<file path="src/include/bss_cfg.svh">
// Offsets, field positions, reset values and timing counts of the
// Basic-mode receive sync header status block.
// Assumes inclusion by bare name from the design and verification files.
`ifndef BSS_CFG_SVH
`define BSS_CFG_SVH

// Register offsets
`define BSS_ADDR_CTRL      8'h00
`define BSS_ADDR_STATUS    8'h04
`define BSS_ADDR_INT_STAT  8'h08
`define BSS_ADDR_INT_EN    8'h0c
`define BSS_ADDR_INT_CLR   8'h10
`define BSS_ADDR_ERR_CNT   8'h14

// Control fields
`define BSS_CTRL_MODE67    0
`define BSS_CTRL_SYNC_EN   1
`define BSS_CTRL_FLUSH     2
`define BSS_CTRL_RESET     3'h3

// Status fields
`define BSS_STAT_LOCK      0
`define BSS_STAT_EMPTY     1
`define BSS_STAT_FULL      2
`define BSS_STAT_LEVEL_LSB 8

// Interrupt fields
`define BSS_INT_LOCK_GAIN  0
`define BSS_INT_LOCK_LOST  1
`define BSS_INT_HDR_ERR    2
`define BSS_INT_OVERFLOW   3
`define BSS_INT_UNDERFLOW  4
`define BSS_INT_WIDTH      5
`define BSS_INT_EN_RESET   5'h00

// Sideband bit positions
`define BSS_SB_LOCK        9
`define BSS_SB_HDR_ERR     8
`define BSS_SB_EXTRA       2
`define BSS_SB_CTRL_WORD   1
`define BSS_SB_DATA_WORD   0

// Timing counts, in received blocks
`define BSS_LOCK_GOOD      64
`define BSS_BAD_WINDOW     64
`define BSS_BAD_MAX        16

`endif

</file>
<file path="src/include/bss_pkg.sv">
// Types shared by the receive sync header status block.
// Assumes bss_cfg.svh is on the include path.
package bss_pkg;

  typedef enum logic [0:0] {
    BSS_HUNT   = 1'b0,
    BSS_LOCKED = 1'b1
  } bss_sync_state_t;

  typedef enum logic [1:0] {
    BSS_M66_RAW  = 2'b00,
    BSS_M66_SYNC = 2'b01,
    BSS_M67_RAW  = 2'b10,
    BSS_M67_SYNC = 2'b11
  } bss_mode_t;

  // A valid header has exactly one of its two bits set
  function automatic logic bss_hdr_ok(input logic [1:0] hdr);
    return (hdr == 2'h1) || (hdr == 2'h2);
  endfunction

endpackage

</file>
<file path="src/rtl/bss_block_sync.sv">
// Block lock hunter over the two-bit synchronization header.
// Assumes one block per cycle with blk_valid_in high, on the core clock.
`timescale 1ns/1ps
`include "bss_cfg.svh"

module bss_block_sync
  import bss_pkg::*;
#(
  parameter int LOCK_GOOD  = `BSS_LOCK_GOOD,
  parameter int BAD_WINDOW = `BSS_BAD_WINDOW,
  parameter int BAD_MAX    = `BSS_BAD_MAX
) (
  // Clock and control
  input  wire logic       clk_in,
  input  wire logic       reset_in,
  input  wire logic       ce_in,
  input  wire logic       enable_in,
  // Received block header
  input  wire logic       blk_valid_in,
  input  wire logic [1:0] header_in,
  // Status
  output logic            lock_out,
  output logic            hdr_err_out,
  output logic            lock_gain_out,
  output logic            lock_lost_out,
  output logic            slip_out
);

  localparam int CW = $clog2(LOCK_GOOD + BAD_WINDOW + 1) + 1;

  bss_sync_state_t state;
  logic [CW-1:0]   good_cnt;
  logic [CW-1:0]   blk_cnt;
  logic [CW-1:0]   bad_cnt;
  logic            bad;

  assign bad         = enable_in && blk_valid_in && !bss_hdr_ok(header_in);
  assign hdr_err_out = bad;
  assign lock_out    = (state == BSS_LOCKED);

  always_ff @(posedge clk_in) begin
    if (reset_in) begin
      state         <= BSS_HUNT;
      good_cnt      <= '0;
      blk_cnt       <= '0;
      bad_cnt       <= '0;
      lock_gain_out <= 1'b0;
      lock_lost_out <= 1'b0;
      slip_out      <= 1'b0;
    end else if (ce_in) begin
      lock_gain_out <= 1'b0;
      lock_lost_out <= 1'b0;
      slip_out      <= 1'b0;
      if (!enable_in) begin
        state    <= BSS_HUNT;
        good_cnt <= '0;
        blk_cnt  <= '0;
        bad_cnt  <= '0;
      end else if (blk_valid_in) begin
        case (state)
          BSS_HUNT: begin
            if (bad) begin
              good_cnt <= '0;
              slip_out <= 1'b1;
            end else if (good_cnt == CW'(LOCK_GOOD - 1)) begin
              state         <= BSS_LOCKED;
              good_cnt      <= '0;
              blk_cnt       <= '0;
              bad_cnt       <= '0;
              lock_gain_out <= 1'b1;
            end else begin
              good_cnt <= good_cnt + 1'b1;
            end
          end
          BSS_LOCKED: begin
            if (bad && (bad_cnt == CW'(BAD_MAX - 1))) begin
              state         <= BSS_HUNT;
              lock_lost_out <= 1'b1;
              blk_cnt       <= '0;
              bad_cnt       <= '0;
            end else if (blk_cnt == CW'(BAD_WINDOW - 1)) begin
              blk_cnt <= '0;
              bad_cnt <= '0;
            end else begin
              blk_cnt <= blk_cnt + 1'b1;
              bad_cnt <= bad_cnt + CW'(bad);
            end
          end
          default: state <= BSS_HUNT;
        endcase
      end
    end
  end

endmodule // bss_block_sync

</file>
<file path="src/rtl/bss_rx_fifo.sv">
// Receive FIFO holding one sideband and data word per entry.
// Assumes a single clock; flush empties it in one cycle.
`timescale 1ns/1ps

module bss_rx_fifo #(
  parameter int WIDTH = 74,
  parameter int AW    = 4
) (
  // Clock and control
  input  wire logic             clk_in,
  input  wire logic             reset_in,
  input  wire logic             ce_in,
  input  wire logic             flush_in,
  // Fill side
  input  wire logic             wr_valid_in,
  input  wire logic [WIDTH-1:0] wr_data_in,
  output logic                  wr_ready_out,
  // Drain side
  input  wire logic             rd_ready_in,
  output logic                  rd_valid_out,
  output logic [WIDTH-1:0]      rd_data_out,
  output logic [AW:0]           level_out
);

  logic [WIDTH-1:0] mem [0:(1<<AW)-1];
  logic [AW-1:0]    wptr;
  logic [AW-1:0]    rptr;
  logic [AW:0]      count;
  logic             push;
  logic             pop;

  assign wr_ready_out = (count != (AW+1)'(1 << AW));
  assign rd_valid_out = (count != '0);
  assign rd_data_out  = mem[rptr];
  assign level_out    = count;
  assign push         = wr_valid_in && wr_ready_out;
  assign pop          = rd_ready_in && rd_valid_out;

  always_ff @(posedge clk_in) begin
    if (ce_in && push) begin
      mem[wptr] <= wr_data_in;
    end
  end

  always_ff @(posedge clk_in) begin
    if (reset_in) begin
      wptr  <= '0;
      rptr  <= '0;
      count <= '0;
    end else if (ce_in) begin
      if (flush_in) begin
        wptr  <= '0;
        rptr  <= '0;
        count <= '0;
      end else begin
        if (push) begin
          wptr <= wptr + 1'b1;
        end
        if (pop) begin
          rptr <= rptr + 1'b1;
        end
        count <= count + (AW+1)'(push) - (AW+1)'(pop);
      end
    end
  end

endmodule // bss_rx_fifo

</file>
<file path="src/rtl/bss_rx_top.sv">
// Basic-mode receive status: block lock, header error and the sync
// header on a ten-bit control sideband, with a read-strobed RX FIFO.
// Assumes received blocks arrive from logic on clk_in (the receive
// core clock), one per cycle with blk_valid_in high.
`timescale 1ns/1ps
`include "bss_cfg.svh"

// Overview of operation
// - In 67-bit mode with block sync, sideband bit 9 is high while block lock holds.
// - In both block sync modes, sideband bit 8 is high for a block with a bad header.
// - In 67-bit mode with block sync, bits 7 to 3 read zero and bit 2 carries header bit 2.
// - In 66-bit mode with block sync, bit 9 is lock, bit 8 header error, bits 7 to 2 zero.
// - In every mode bit 1 set marks a control word and bit 0 set marks a data word.
// - In 67-bit mode without block sync, no lock or error is shown and bits 9 to 3 are zero.
// - Each cycle with the read strobe high delivers one word from the RX FIFO, and none while it is empty or being flushed.
module bss_rx_top
  import bss_pkg::*;
#(
  parameter int DATA_W     = 64,
  parameter int FIFO_AW    = 4,
  parameter int LOCK_GOOD  = `BSS_LOCK_GOOD,
  parameter int BAD_WINDOW = `BSS_BAD_WINDOW,
  parameter int BAD_MAX    = `BSS_BAD_MAX
) (
  // Clock, reset and enable
  input  wire logic              clk_in,
  input  wire logic              reset_in,
  input  wire logic              ce_in,
  // Received blocks
  input  wire logic              blk_valid_in,
  input  wire logic [2:0]        blk_header_in,
  input  wire logic [DATA_W-1:0] blk_data_in,
  output logic                   blk_slip_out,
  // User fabric read side
  input  wire logic              rx_fifo_read_strobe_in,
  output logic [DATA_W-1:0]      rx_data_out,
  output logic [9:0]             rx_control_sideband_out,
  output logic                   rx_data_valid_out,
  // Register port
  input  wire logic [7:0]        reg_addr_in,
  input  wire logic [31:0]       reg_wdata_in,
  input  wire logic              reg_wr_in,
  input  wire logic              reg_rd_in,
  output logic [31:0]            reg_rdata_out,
  // Interrupt
  output logic                   irq_out
);

  localparam int FW = DATA_W + 10;

  // Register state
  logic [2:0]                ctrl;
  logic [`BSS_INT_WIDTH-1:0] int_stat;
  logic [`BSS_INT_WIDTH-1:0] int_en;
  logic [15:0]               err_cnt;

  // Internal signals
  bss_mode_t                 mode;
  logic                      sync_lock;
  logic                      sync_hdr_err;
  logic                      lock_gain;
  logic                      lock_lost;
  logic                      sync_slip;
  logic [9:0]                sideband;
  logic                      fifo_ready;
  logic                      fifo_valid;
  logic [FW-1:0]             fifo_rd_data;
  logic [FIFO_AW:0]          fifo_level;
  logic                      fifo_pop;
  logic                      overflow;
  logic                      underflow;
  logic                      flush;
  logic                      err_event;
  logic [`BSS_INT_WIDTH-1:0] events;
  logic [`BSS_INT_WIDTH-1:0] clr_mask;
  logic [31:0]               next_rdata;

  assign mode = bss_mode_t'({ctrl[`BSS_CTRL_MODE67], ctrl[`BSS_CTRL_SYNC_EN]});

  // Sideband layout per Basic mode
  function automatic logic [9:0] build_sideband(
    input bss_mode_t  m,
    input logic       lock,
    input logic       herr,
    input logic [2:0] hdr
  );
    logic [9:0] sb;
    sb = '0;
    sb[`BSS_SB_CTRL_WORD] = hdr[1];
    sb[`BSS_SB_DATA_WORD] = hdr[0];
    case (m)
      BSS_M67_SYNC: begin
        sb[`BSS_SB_LOCK]    = lock;
        sb[`BSS_SB_HDR_ERR] = herr;
        sb[`BSS_SB_EXTRA]   = hdr[2];
      end
      BSS_M66_SYNC: begin
        sb[`BSS_SB_LOCK]    = lock;
        sb[`BSS_SB_HDR_ERR] = herr;
      end
      BSS_M67_RAW: begin
        sb[`BSS_SB_EXTRA]   = hdr[2];
      end
      BSS_M66_RAW: begin
        sb = sb & 10'h003;
      end
      default: sb = '0;
    endcase
    return sb;
  endfunction

  // Lock hunting runs only in the block sync modes
  bss_block_sync #(
    .LOCK_GOOD  (LOCK_GOOD),
    .BAD_WINDOW (BAD_WINDOW),
    .BAD_MAX    (BAD_MAX)
  ) u_sync (
    .clk_in        (clk_in),
    .reset_in      (reset_in),
    .ce_in         (ce_in),
    .enable_in     (ctrl[`BSS_CTRL_SYNC_EN]),
    .blk_valid_in  (blk_valid_in),
    .header_in     (blk_header_in[1:0]),
    .lock_out      (sync_lock),
    .hdr_err_out   (sync_hdr_err),
    .lock_gain_out (lock_gain),
    .lock_lost_out (lock_lost),
    .slip_out      (sync_slip)
  );

  assign sideband = build_sideband(mode, sync_lock, sync_hdr_err, blk_header_in);

  // FIFO write side; the flush bit in the control register empties it
  assign flush = reg_wr_in && (reg_addr_in == `BSS_ADDR_CTRL)
                 && reg_wdata_in[`BSS_CTRL_FLUSH];

  bss_rx_fifo #(
    .WIDTH (FW),
    .AW    (FIFO_AW)
  ) u_fifo (
    .clk_in       (clk_in),
    .reset_in     (reset_in),
    .ce_in        (ce_in),
    .flush_in     (flush),
    .wr_valid_in  (blk_valid_in),
    .wr_data_in   ({sideband, blk_data_in}),
    .wr_ready_out (fifo_ready),
    .rd_ready_in  (rx_fifo_read_strobe_in),
    .rd_valid_out (fifo_valid),
    .rd_data_out  (fifo_rd_data),
    .level_out    (fifo_level)
  );

  // One word leaves the FIFO for each strobed cycle that finds it non-empty and not being flushed
  assign fifo_pop  = rx_fifo_read_strobe_in && fifo_valid && !flush;
  assign overflow  = blk_valid_in && !fifo_ready;
  assign underflow = rx_fifo_read_strobe_in && !fifo_valid;
  assign err_event = sync_hdr_err && blk_valid_in;

  // Read data register: word appears in the cycle after the strobe
  always_ff @(posedge clk_in) begin
    if (reset_in) begin
      rx_data_out             <= '0;
      rx_control_sideband_out <= '0;
      rx_data_valid_out       <= 1'b0;
    end else if (ce_in) begin
      rx_data_valid_out <= fifo_pop;
      if (fifo_pop) begin
        rx_data_out             <= fifo_rd_data[DATA_W-1:0];
        rx_control_sideband_out <= fifo_rd_data[FW-1:DATA_W];
      end
    end
  end

  // Slip request to the gearbox
  always_ff @(posedge clk_in) begin
    if (reset_in) begin
      blk_slip_out <= 1'b0;
    end else if (ce_in) begin
      blk_slip_out <= sync_slip;
    end
  end

  // Control register
  always_ff @(posedge clk_in) begin
    if (reset_in) begin
      ctrl <= `BSS_CTRL_RESET;
    end else if (ce_in) begin
      if (reg_wr_in && (reg_addr_in == `BSS_ADDR_CTRL)) begin
        ctrl <= {1'b0, reg_wdata_in[`BSS_CTRL_SYNC_EN], reg_wdata_in[`BSS_CTRL_MODE67]};
      end
    end
  end

  // Interrupt enable register
  always_ff @(posedge clk_in) begin
    if (reset_in) begin
      int_en <= `BSS_INT_EN_RESET;
    end else if (ce_in) begin
      if (reg_wr_in && (reg_addr_in == `BSS_ADDR_INT_EN)) begin
        int_en <= reg_wdata_in[`BSS_INT_WIDTH-1:0];
      end
    end
  end

  // Sticky status; a new event wins over a clear in the same cycle
  always_comb begin
    events = '0;
    events[`BSS_INT_LOCK_GAIN] = lock_gain;
    events[`BSS_INT_LOCK_LOST] = lock_lost;
    events[`BSS_INT_HDR_ERR]   = err_event;
    events[`BSS_INT_OVERFLOW]  = overflow;
    events[`BSS_INT_UNDERFLOW] = underflow;
    clr_mask = '0;
    if (reg_wr_in && (reg_addr_in == `BSS_ADDR_INT_CLR)) begin
      clr_mask = reg_wdata_in[`BSS_INT_WIDTH-1:0];
    end
  end

  always_ff @(posedge clk_in) begin
    if (reset_in) begin
      int_stat <= '0;
    end else if (ce_in) begin
      int_stat <= (int_stat & ~clr_mask) | events;
    end
  end

  always_ff @(posedge clk_in) begin
    if (reset_in) begin
      irq_out <= 1'b0;
    end else if (ce_in) begin
      irq_out <= |(int_stat & int_en);
    end
  end

  // Saturating header error count, cleared by reading it
  always_ff @(posedge clk_in) begin
    if (reset_in) begin
      err_cnt <= '0;
    end else if (ce_in) begin
      if (reg_rd_in && (reg_addr_in == `BSS_ADDR_ERR_CNT)) begin
        err_cnt <= {15'h0000, err_event};
      end else if (err_event && (err_cnt != 16'hffff)) begin
        err_cnt <= err_cnt + 16'h0001;
      end
    end
  end

  // Read mux; unmapped and write-only offsets read zero
  always_comb begin
    next_rdata = '0;
    case (reg_addr_in)
      `BSS_ADDR_CTRL: begin
        next_rdata[1:0] = ctrl[1:0];
      end
      `BSS_ADDR_STATUS: begin
        next_rdata[`BSS_STAT_LOCK]  = sync_lock;
        next_rdata[`BSS_STAT_EMPTY] = !fifo_valid;
        next_rdata[`BSS_STAT_FULL]  = !fifo_ready;
        next_rdata[`BSS_STAT_LEVEL_LSB +: FIFO_AW+1] = fifo_level;
      end
      `BSS_ADDR_INT_STAT: begin
        next_rdata[`BSS_INT_WIDTH-1:0] = int_stat;
      end
      `BSS_ADDR_INT_EN: begin
        next_rdata[`BSS_INT_WIDTH-1:0] = int_en;
      end
      `BSS_ADDR_ERR_CNT: begin
        next_rdata[15:0] = err_cnt;
      end
      default: next_rdata = '0;
    endcase
  end

  always_ff @(posedge clk_in) begin
    if (reset_in) begin
      reg_rdata_out <= '0;
    end else if (ce_in) begin
      reg_rdata_out <= reg_rd_in ? next_rdata : 32'h00000000;
    end
  end

endmodule // bss_rx_top

</file>
<file path="config.mk">
export PLATFORM = sky130hd
export DESIGN_NAME = bss_rx_top
export DESIGN_NICKNAME = d
export VERILOG_FILES = /design/src/include/bss_pkg.sv /design/src/rtl/bss_block_sync.sv /design/src/rtl/bss_rx_fifo.sv /design/src/rtl/bss_rx_top.sv
export VERILOG_INCLUDE_DIRS = /design/src /design/src/include
export SDC_FILE = /design/constraint.sdc
export NUM_CORES = 1
export LEC_CHECK = 0
export BUFFER_PORTS_ARGS = -buffer_cell sky130_fd_sc_hd__buf_2
export CAP_MARGIN = 20
export CORE_ASPECT_RATIO = 0.6
export CORE_MARGIN = 4
export CORE_UTILIZATION = 50
export DETAILED_ROUTE_END_ITERATION = 10
export GPL_TIMING_DRIVEN = 0
export PLACE_DENSITY = 0.71
export REMOVE_ABC_BUFFERS = 1
export SLEW_MARGIN = 30
export SYNTH_ARGS = -nofsm -noshare
export SYNTH_HDL_FRONTEND = slang
export SYNTH_SLANG_ARGS = --single-unit
</file>
<file path="constraint.sdc">
create_clock -name clk_in -period 11.85 [get_ports clk_in]
set_input_delay 0.5925 -clock clk_in [delete_from_list [all_inputs] [get_ports clk_in]]
set_output_delay 0.5925 -clock clk_in [all_outputs]
set_load 0.005 [all_outputs]
</file>
======== Word-level counts from Yosys, hierarchy flattened ========
Memories as Yosys holds them, arrays and structs flattened. A register that Yosys moved wholly into a read port is not among the register bits.
Cells that the tools add are included.
storage, ports and cells
  flip-flop bits (word level) ............. 117
  bits in writable memories ............... 1104
  output and inout port bits .............. 109
  logic and storage cells ................. 143
  memories kept ........................... 1
operators by class
  add/subtract/negate cells ............... 8
  eq/ne operators ......................... 19
  mux-type cells .......................... 53
  bitwise operators ....................... 5
  reductions and logical operators ........ 38
memory list
  memory      words  bits a word  read ports  clocked after memory_dff  write ports  RTL line           source
  u_fifo.mem  16     69           1           1                         1            bss_rx_fifo.sv:25  logic [WIDTH-1:0] mem [0:(1<<AW)-1];
operator list
  operator               number
  $mux 9                 15
  $mux 16                3
  $pmux 9 s2             2
  $mux 1                 19
  $add 9x1->9 const B    2
  $eq 9x6->1 const B     2
  $add 16x1->16 const B  1
  $eq 8x4->1 const B     2
  $eq 8x5->1 const B     2
  $logic_and 1x1->1      16
  $mux 4                 4
  $ne 16x16->1 const B   1
  $reduce_and 2->1       7
  $and 5x5->5            2
  $mux 5                 2
  $pmux 2 s5             1
  $pmux 5 s2             1
  $add 9x1->9            1
  $eq 9x4->1 const B     1
  $add 4x1->4 const B    2
  $eq 8x3->1 const B     1
  $logic_not 8->1        1
  $eq 2x2->1 const B     3
  $mux 3                 2
  22 further kinds       30

======== Longest topological paths before layout ========
  word-level depth ........................ 10
  gate-level depth with buffers ........... 14
  gate-level depth less buffers ........... 14

======== By module ========
A second synthesis with hierarchy kept.
unflattened totals
  cells, all modules ...................... 2694
  area, all modules ....................... 52028.6 sq um
by module, submodules not included
  module          times used  cells each  area each (sq um)  seq. area each (sq um)
  bss_rx_fifo     1           1949        45283.4            35894.4
  bss_rx_top      1           527         4996.0             2422.3
  bss_block_sync  1           218         1749.2             620.6

======== Least setup slack after synthesis ========
No wires, ideal clock.
  path type ............................... in2reg
  from .................................... input port ce_in
  to ...................................... memory u_fifo.mem[3][0] (netlist name), enable pin
  library setup time ...................... 581 ps
  arrival time ............................ 6023 ps
  setup slack ............................. 5246 ps
  cell stages on the path ................. 5
  path buffers ............................ 1
  path through ............................ buf_2 -> nand2_1 -> nor2_1 -> nand2_1 -> nor3_1
between the ends
  word-level cells in the longest chain between the ends .. 3
RTL lines
  item                          RTL line           source
  start: declaration            bss_rx_top.sv:28   input wire logic ce_in,
  $logic_and 1x1->1             bss_rx_fifo.sv:40  if (ce_in && push) begin
  $mux 1                        bss_rx_fifo.sv:40
  $mux 1 (not written as such)  bss_rx_fifo.sv:41  mem[wptr] <= wr_data_in;
  end: declaration              bss_rx_fifo.sv:25
No other way between the ends.

======== Final worst setup path ========
  from .................................... register u_fifo.count[2] (netlist: u_fifo.level_out[2])
  to ...................................... memory u_fifo.mem[0][38] (netlist name), enable pin
between the ends
  word-level cells in the longest chain between the ends .. 5
RTL lines
  item                          RTL line           source
  start: declaration            bss_rx_fifo.sv:28  logic [AW:0] count;
  start signal: assignment      bss_rx_fifo.sv:62  count <= count + (AW+1)'(push) - (AW+1)'(pop);
  $ne 5x5->1                    bss_rx_fifo.sv:32  assign wr_ready_out = (count != (AW+1)'(1 << AW));
  $logic_and 1x1->1             bss_rx_fifo.sv:36  assign push = wr_valid_in && wr_ready_out;
  $logic_and 1x1->1             bss_rx_fifo.sv:40
  $mux 1                        bss_rx_fifo.sv:40
  $mux 1 (not written as such)  bss_rx_fifo.sv:41
No other way between the ends.

==> flow_summary.yaml <==
sta:
  relSlewSlack_pct: 34.06
  max_slew.worst_pin.slew_ns: 0.9826
  finalCritPeriodShare_pct: 31.36
  fin_worst_skew_ns: 0.02511
  hold_viol_final: 0
  rsz0062_at_grt: "false"
  finalSetupViolCount: 0
  fin_crit_ns: 3.716
  max_freq_ghz: 0.2691
  slew_viol_final: 0
critical_path:
  crit_top_cell: "buf_4"
  cp_max_fo: 8
  end_kind: "flip-flop"
  cp.arrival_ns: 4.13
  critPathMaxStageDelay_ns: 0.58
  cp.required_ns: 12.27
  path_class: "flip-flop to flip-flop"
  crit_chain: "inv_1 -> ha_1 -> nor4bb_2 -> nor2_1 -> nand2_1 -> nor3_2 -> buf_4 -> buf_4 -> buf_4 -> buf_4 -> buf_4"
  cp_slowest_cell: "nor3_2"
  critPathLaunchType: "flip-flop"
min_path:
  hold_path.class: "input pin to flip-flop"
cells_and_area:
  nets: 2874
  layoutNonFillerInstCount: 4154
  layout-drive-gt1-share_pct: 29.13
  most-common-layout-cells: "edfxtp_1 (1104), mux4_2 (276), buf_2 (173)"
  syn_to_final_growth_pct: 18.41
  nFillCells: 6655
  seq_area_mm2: 0.03637
  utilization_pct: 59.67
  layout_commonest_cell: "edfxtp_1"
  multiInputGateArea_mm2: 0.01139
cts:
  cts_buffer_depth: 3
  worstSkewPairLatency_ns: 0.72
  tritoncts: "done"
  post-cts-setup-buffers: 0
  clk_pin_slew_ns: 0.06
  ctsHoldBuffers: 0
  htreeDepth: 3
  cts_root_buf: "clkbuf_16"
  cts_resized: 0
  clock-sinks: 1264
  cts_made_buffers: 112
die:
  rows: 88
  start_util_pct: 50.39
  core_area_mm2: 0.09601
  die_h_um: 249.0
  die_area_mm2: 0.1020
  die_w_um: 409.6
  io_pins: 223
routing:
  avgViaCountPerCell: 6.071
  dr.first_iter.drc_count: 2916
  vias: 25220
  routed_wl_um: 114600
  first_pass_iters: 6
  drc: 0
  wl_per_cell_um: 27.59
  final_antenna_net_count: 0
place:
  dp.cells: 3935
  gp_congestion: 0.8309
  dp_hpwl_um: 74090
  port_buffers: 174
power:
  ir_worst_vdd_mv: 0.1056
  power_frac_comb_pct: 10.2
  power_density_mw_per_mm2: 168.9
  p_leak_nw: 18.29
  netSwitchingFraction_pct: 22.08
  totalPowerFinal_mw: 9.676
  clockPowerShare_pct: 38.3
  p_int_mw: 7.540
  net-switching-power_mw: 2.136
  pwr-share-seq_pct: 51.5
logic_synthesis:
  synth.distinct_cells: 72
  synth.avg_cell_area_um2: 19.88
  synth_edf_count: 1104
  ys_ff_latch: 1264
  synth_flop_cell: "edfxtp_1"
  yosys_warnings: 0
  ys_seq_area_share_pct: 75.14
  async_flop_share_pct: 0
  synth_cells: 2434
  netlist_area_mm2: 0.04838
global_route:
  track_usage_pct: 22.44
  grt_pass1_wl_um: 170900
  grt_pass1_vias: 25880
  grt_max_degree: 67
  antenna_found_initial: 15
  gr-total-overflow: 0
run_status:
  status: "completed"
run:
  max-cap-violations: 0
## power groups by stage
stage | sequential [mW] | clock, mW | combinational (mW)
after global routing | 4.98 | 3.98 | 1.07
after global placement | 5.24 | 0 | 1.10
after detailed placement | 5.08 | 0 | 0.993
final | 4.98 | 3.71 | 0.988
after CTS | 4.98 | 3.77 | 1.00
after floorplan | 5.17 | 0 | 0.754
## through the flow
stage	hold slack, ns	worst slack, ns	TNS, ns	area, µm²
after floorplan	0.4328	-0.8272	-57.60	47680
after global placement	0.4503	-6.260	-1175.90	50180
after detailed placement	0.4592	7.763	0	53500
after CTS	0.09917	8.087	0	57260
after global routing	0.1202	7.942	0	57290
final	0.1333	8.134	0	57290
## sequential cells by signal (all words and copies together), names as in the netlist, 5 cells and up
register and cells:
u_sync.good_cnt 9, rx_control_sideband_out 5, int_stat 5, u_sync.bad_cnt 9, u_fifo.mem 1104, u_sync.blk_cnt 9
u_fifo.level_out 5, int_en 5, reg_rdata_out 16, rx_data_out 64, err_cnt 16
## worst max-delay path: cells and delay by family, from the launching register on
family / cells / cell delay (ns)
and+or+nand+nor: 4 / 1.61
buffers and inverters: 6 / 1.18
DFF: 1 / 0.39
adders and majority gates: 1 / 0.23
## final cells by class
class / instances / share of cell area [%]
clock inverters: 59 / 1.142
repair buffers: 336 / 7.056
well taps: 1305 / 2.850
diodes: 7 / 0.03058
multi-input cells: 1011 / 19.88
clock buffers: 153 / 5.436
inverters: 19 / 0.1245
flip-flops and latches: 1264 / 63.48
## final timing paths
kind | cells past startpoint | slack (ns) | start | to
max | 11 | 8.13 | u_fifo.level_out[2] | u_fifo.mem[0][38]
min | 3 | 0.13 | reg_wdata_in[3] | int_en[3]
max reg2reg | 11 | 8.13 | u_fifo.level_out[2] | u_fifo.mem[0][38]
min reg2reg | 2 | 0.47 | reg_rdata_out[3] | reg_rdata_out[3]
## metal layers
layer	share of wire [%]	global-route usage (%)
met1	40	31.37
met2	50	35.96
met3	8.3	5.124
met4	2.3	6.190
met5	0.072	0
## logic make-up (layout without fill, tap and decap cells)
| group | after synthesis | after routing | share of synthesized area, % |
|---|---|---|---|
| XOR/XNOR | 21 | 21 | 0.3801 |
| flip-flops | 1264 | 1264 | 75.14 |
| multiplexers | 362 | 362 | 14.64 |
| buffers and inverters | 179 | 567 | 1.761 |
| AO/OA/AOI/OAI | 337 | 337 | 4.779 |
| AND/OR/NAND/NOR | 254 | 254 | 2.868 |
| adder cells (fa/ha/maj) | 16 | 16 | 0.4293 |
| other | 1 | 28 | 0.007751 |
## synthesized netlist by cell type, types with 19 or more instances
cell type	count	area (µm²)
mux4_2	276	6216
a22o_1	69	604.3
buf_4	26	195.2
buf_2	54	270.3
clkbuf_1	63	236.5
dfxtp_1	160	3203
mux2i_1	82	820.8
nand3_1	28	140.1
a21oi_1	43	215.2
nand2_1	47	176.4
o21ai_0	93	465.5
nor2_1	77	289.0
inv_1	19	71.32
edfxtp_1	1104	33150
a22oi_1	82	615.6
Power figures use the tool's default switching activity.
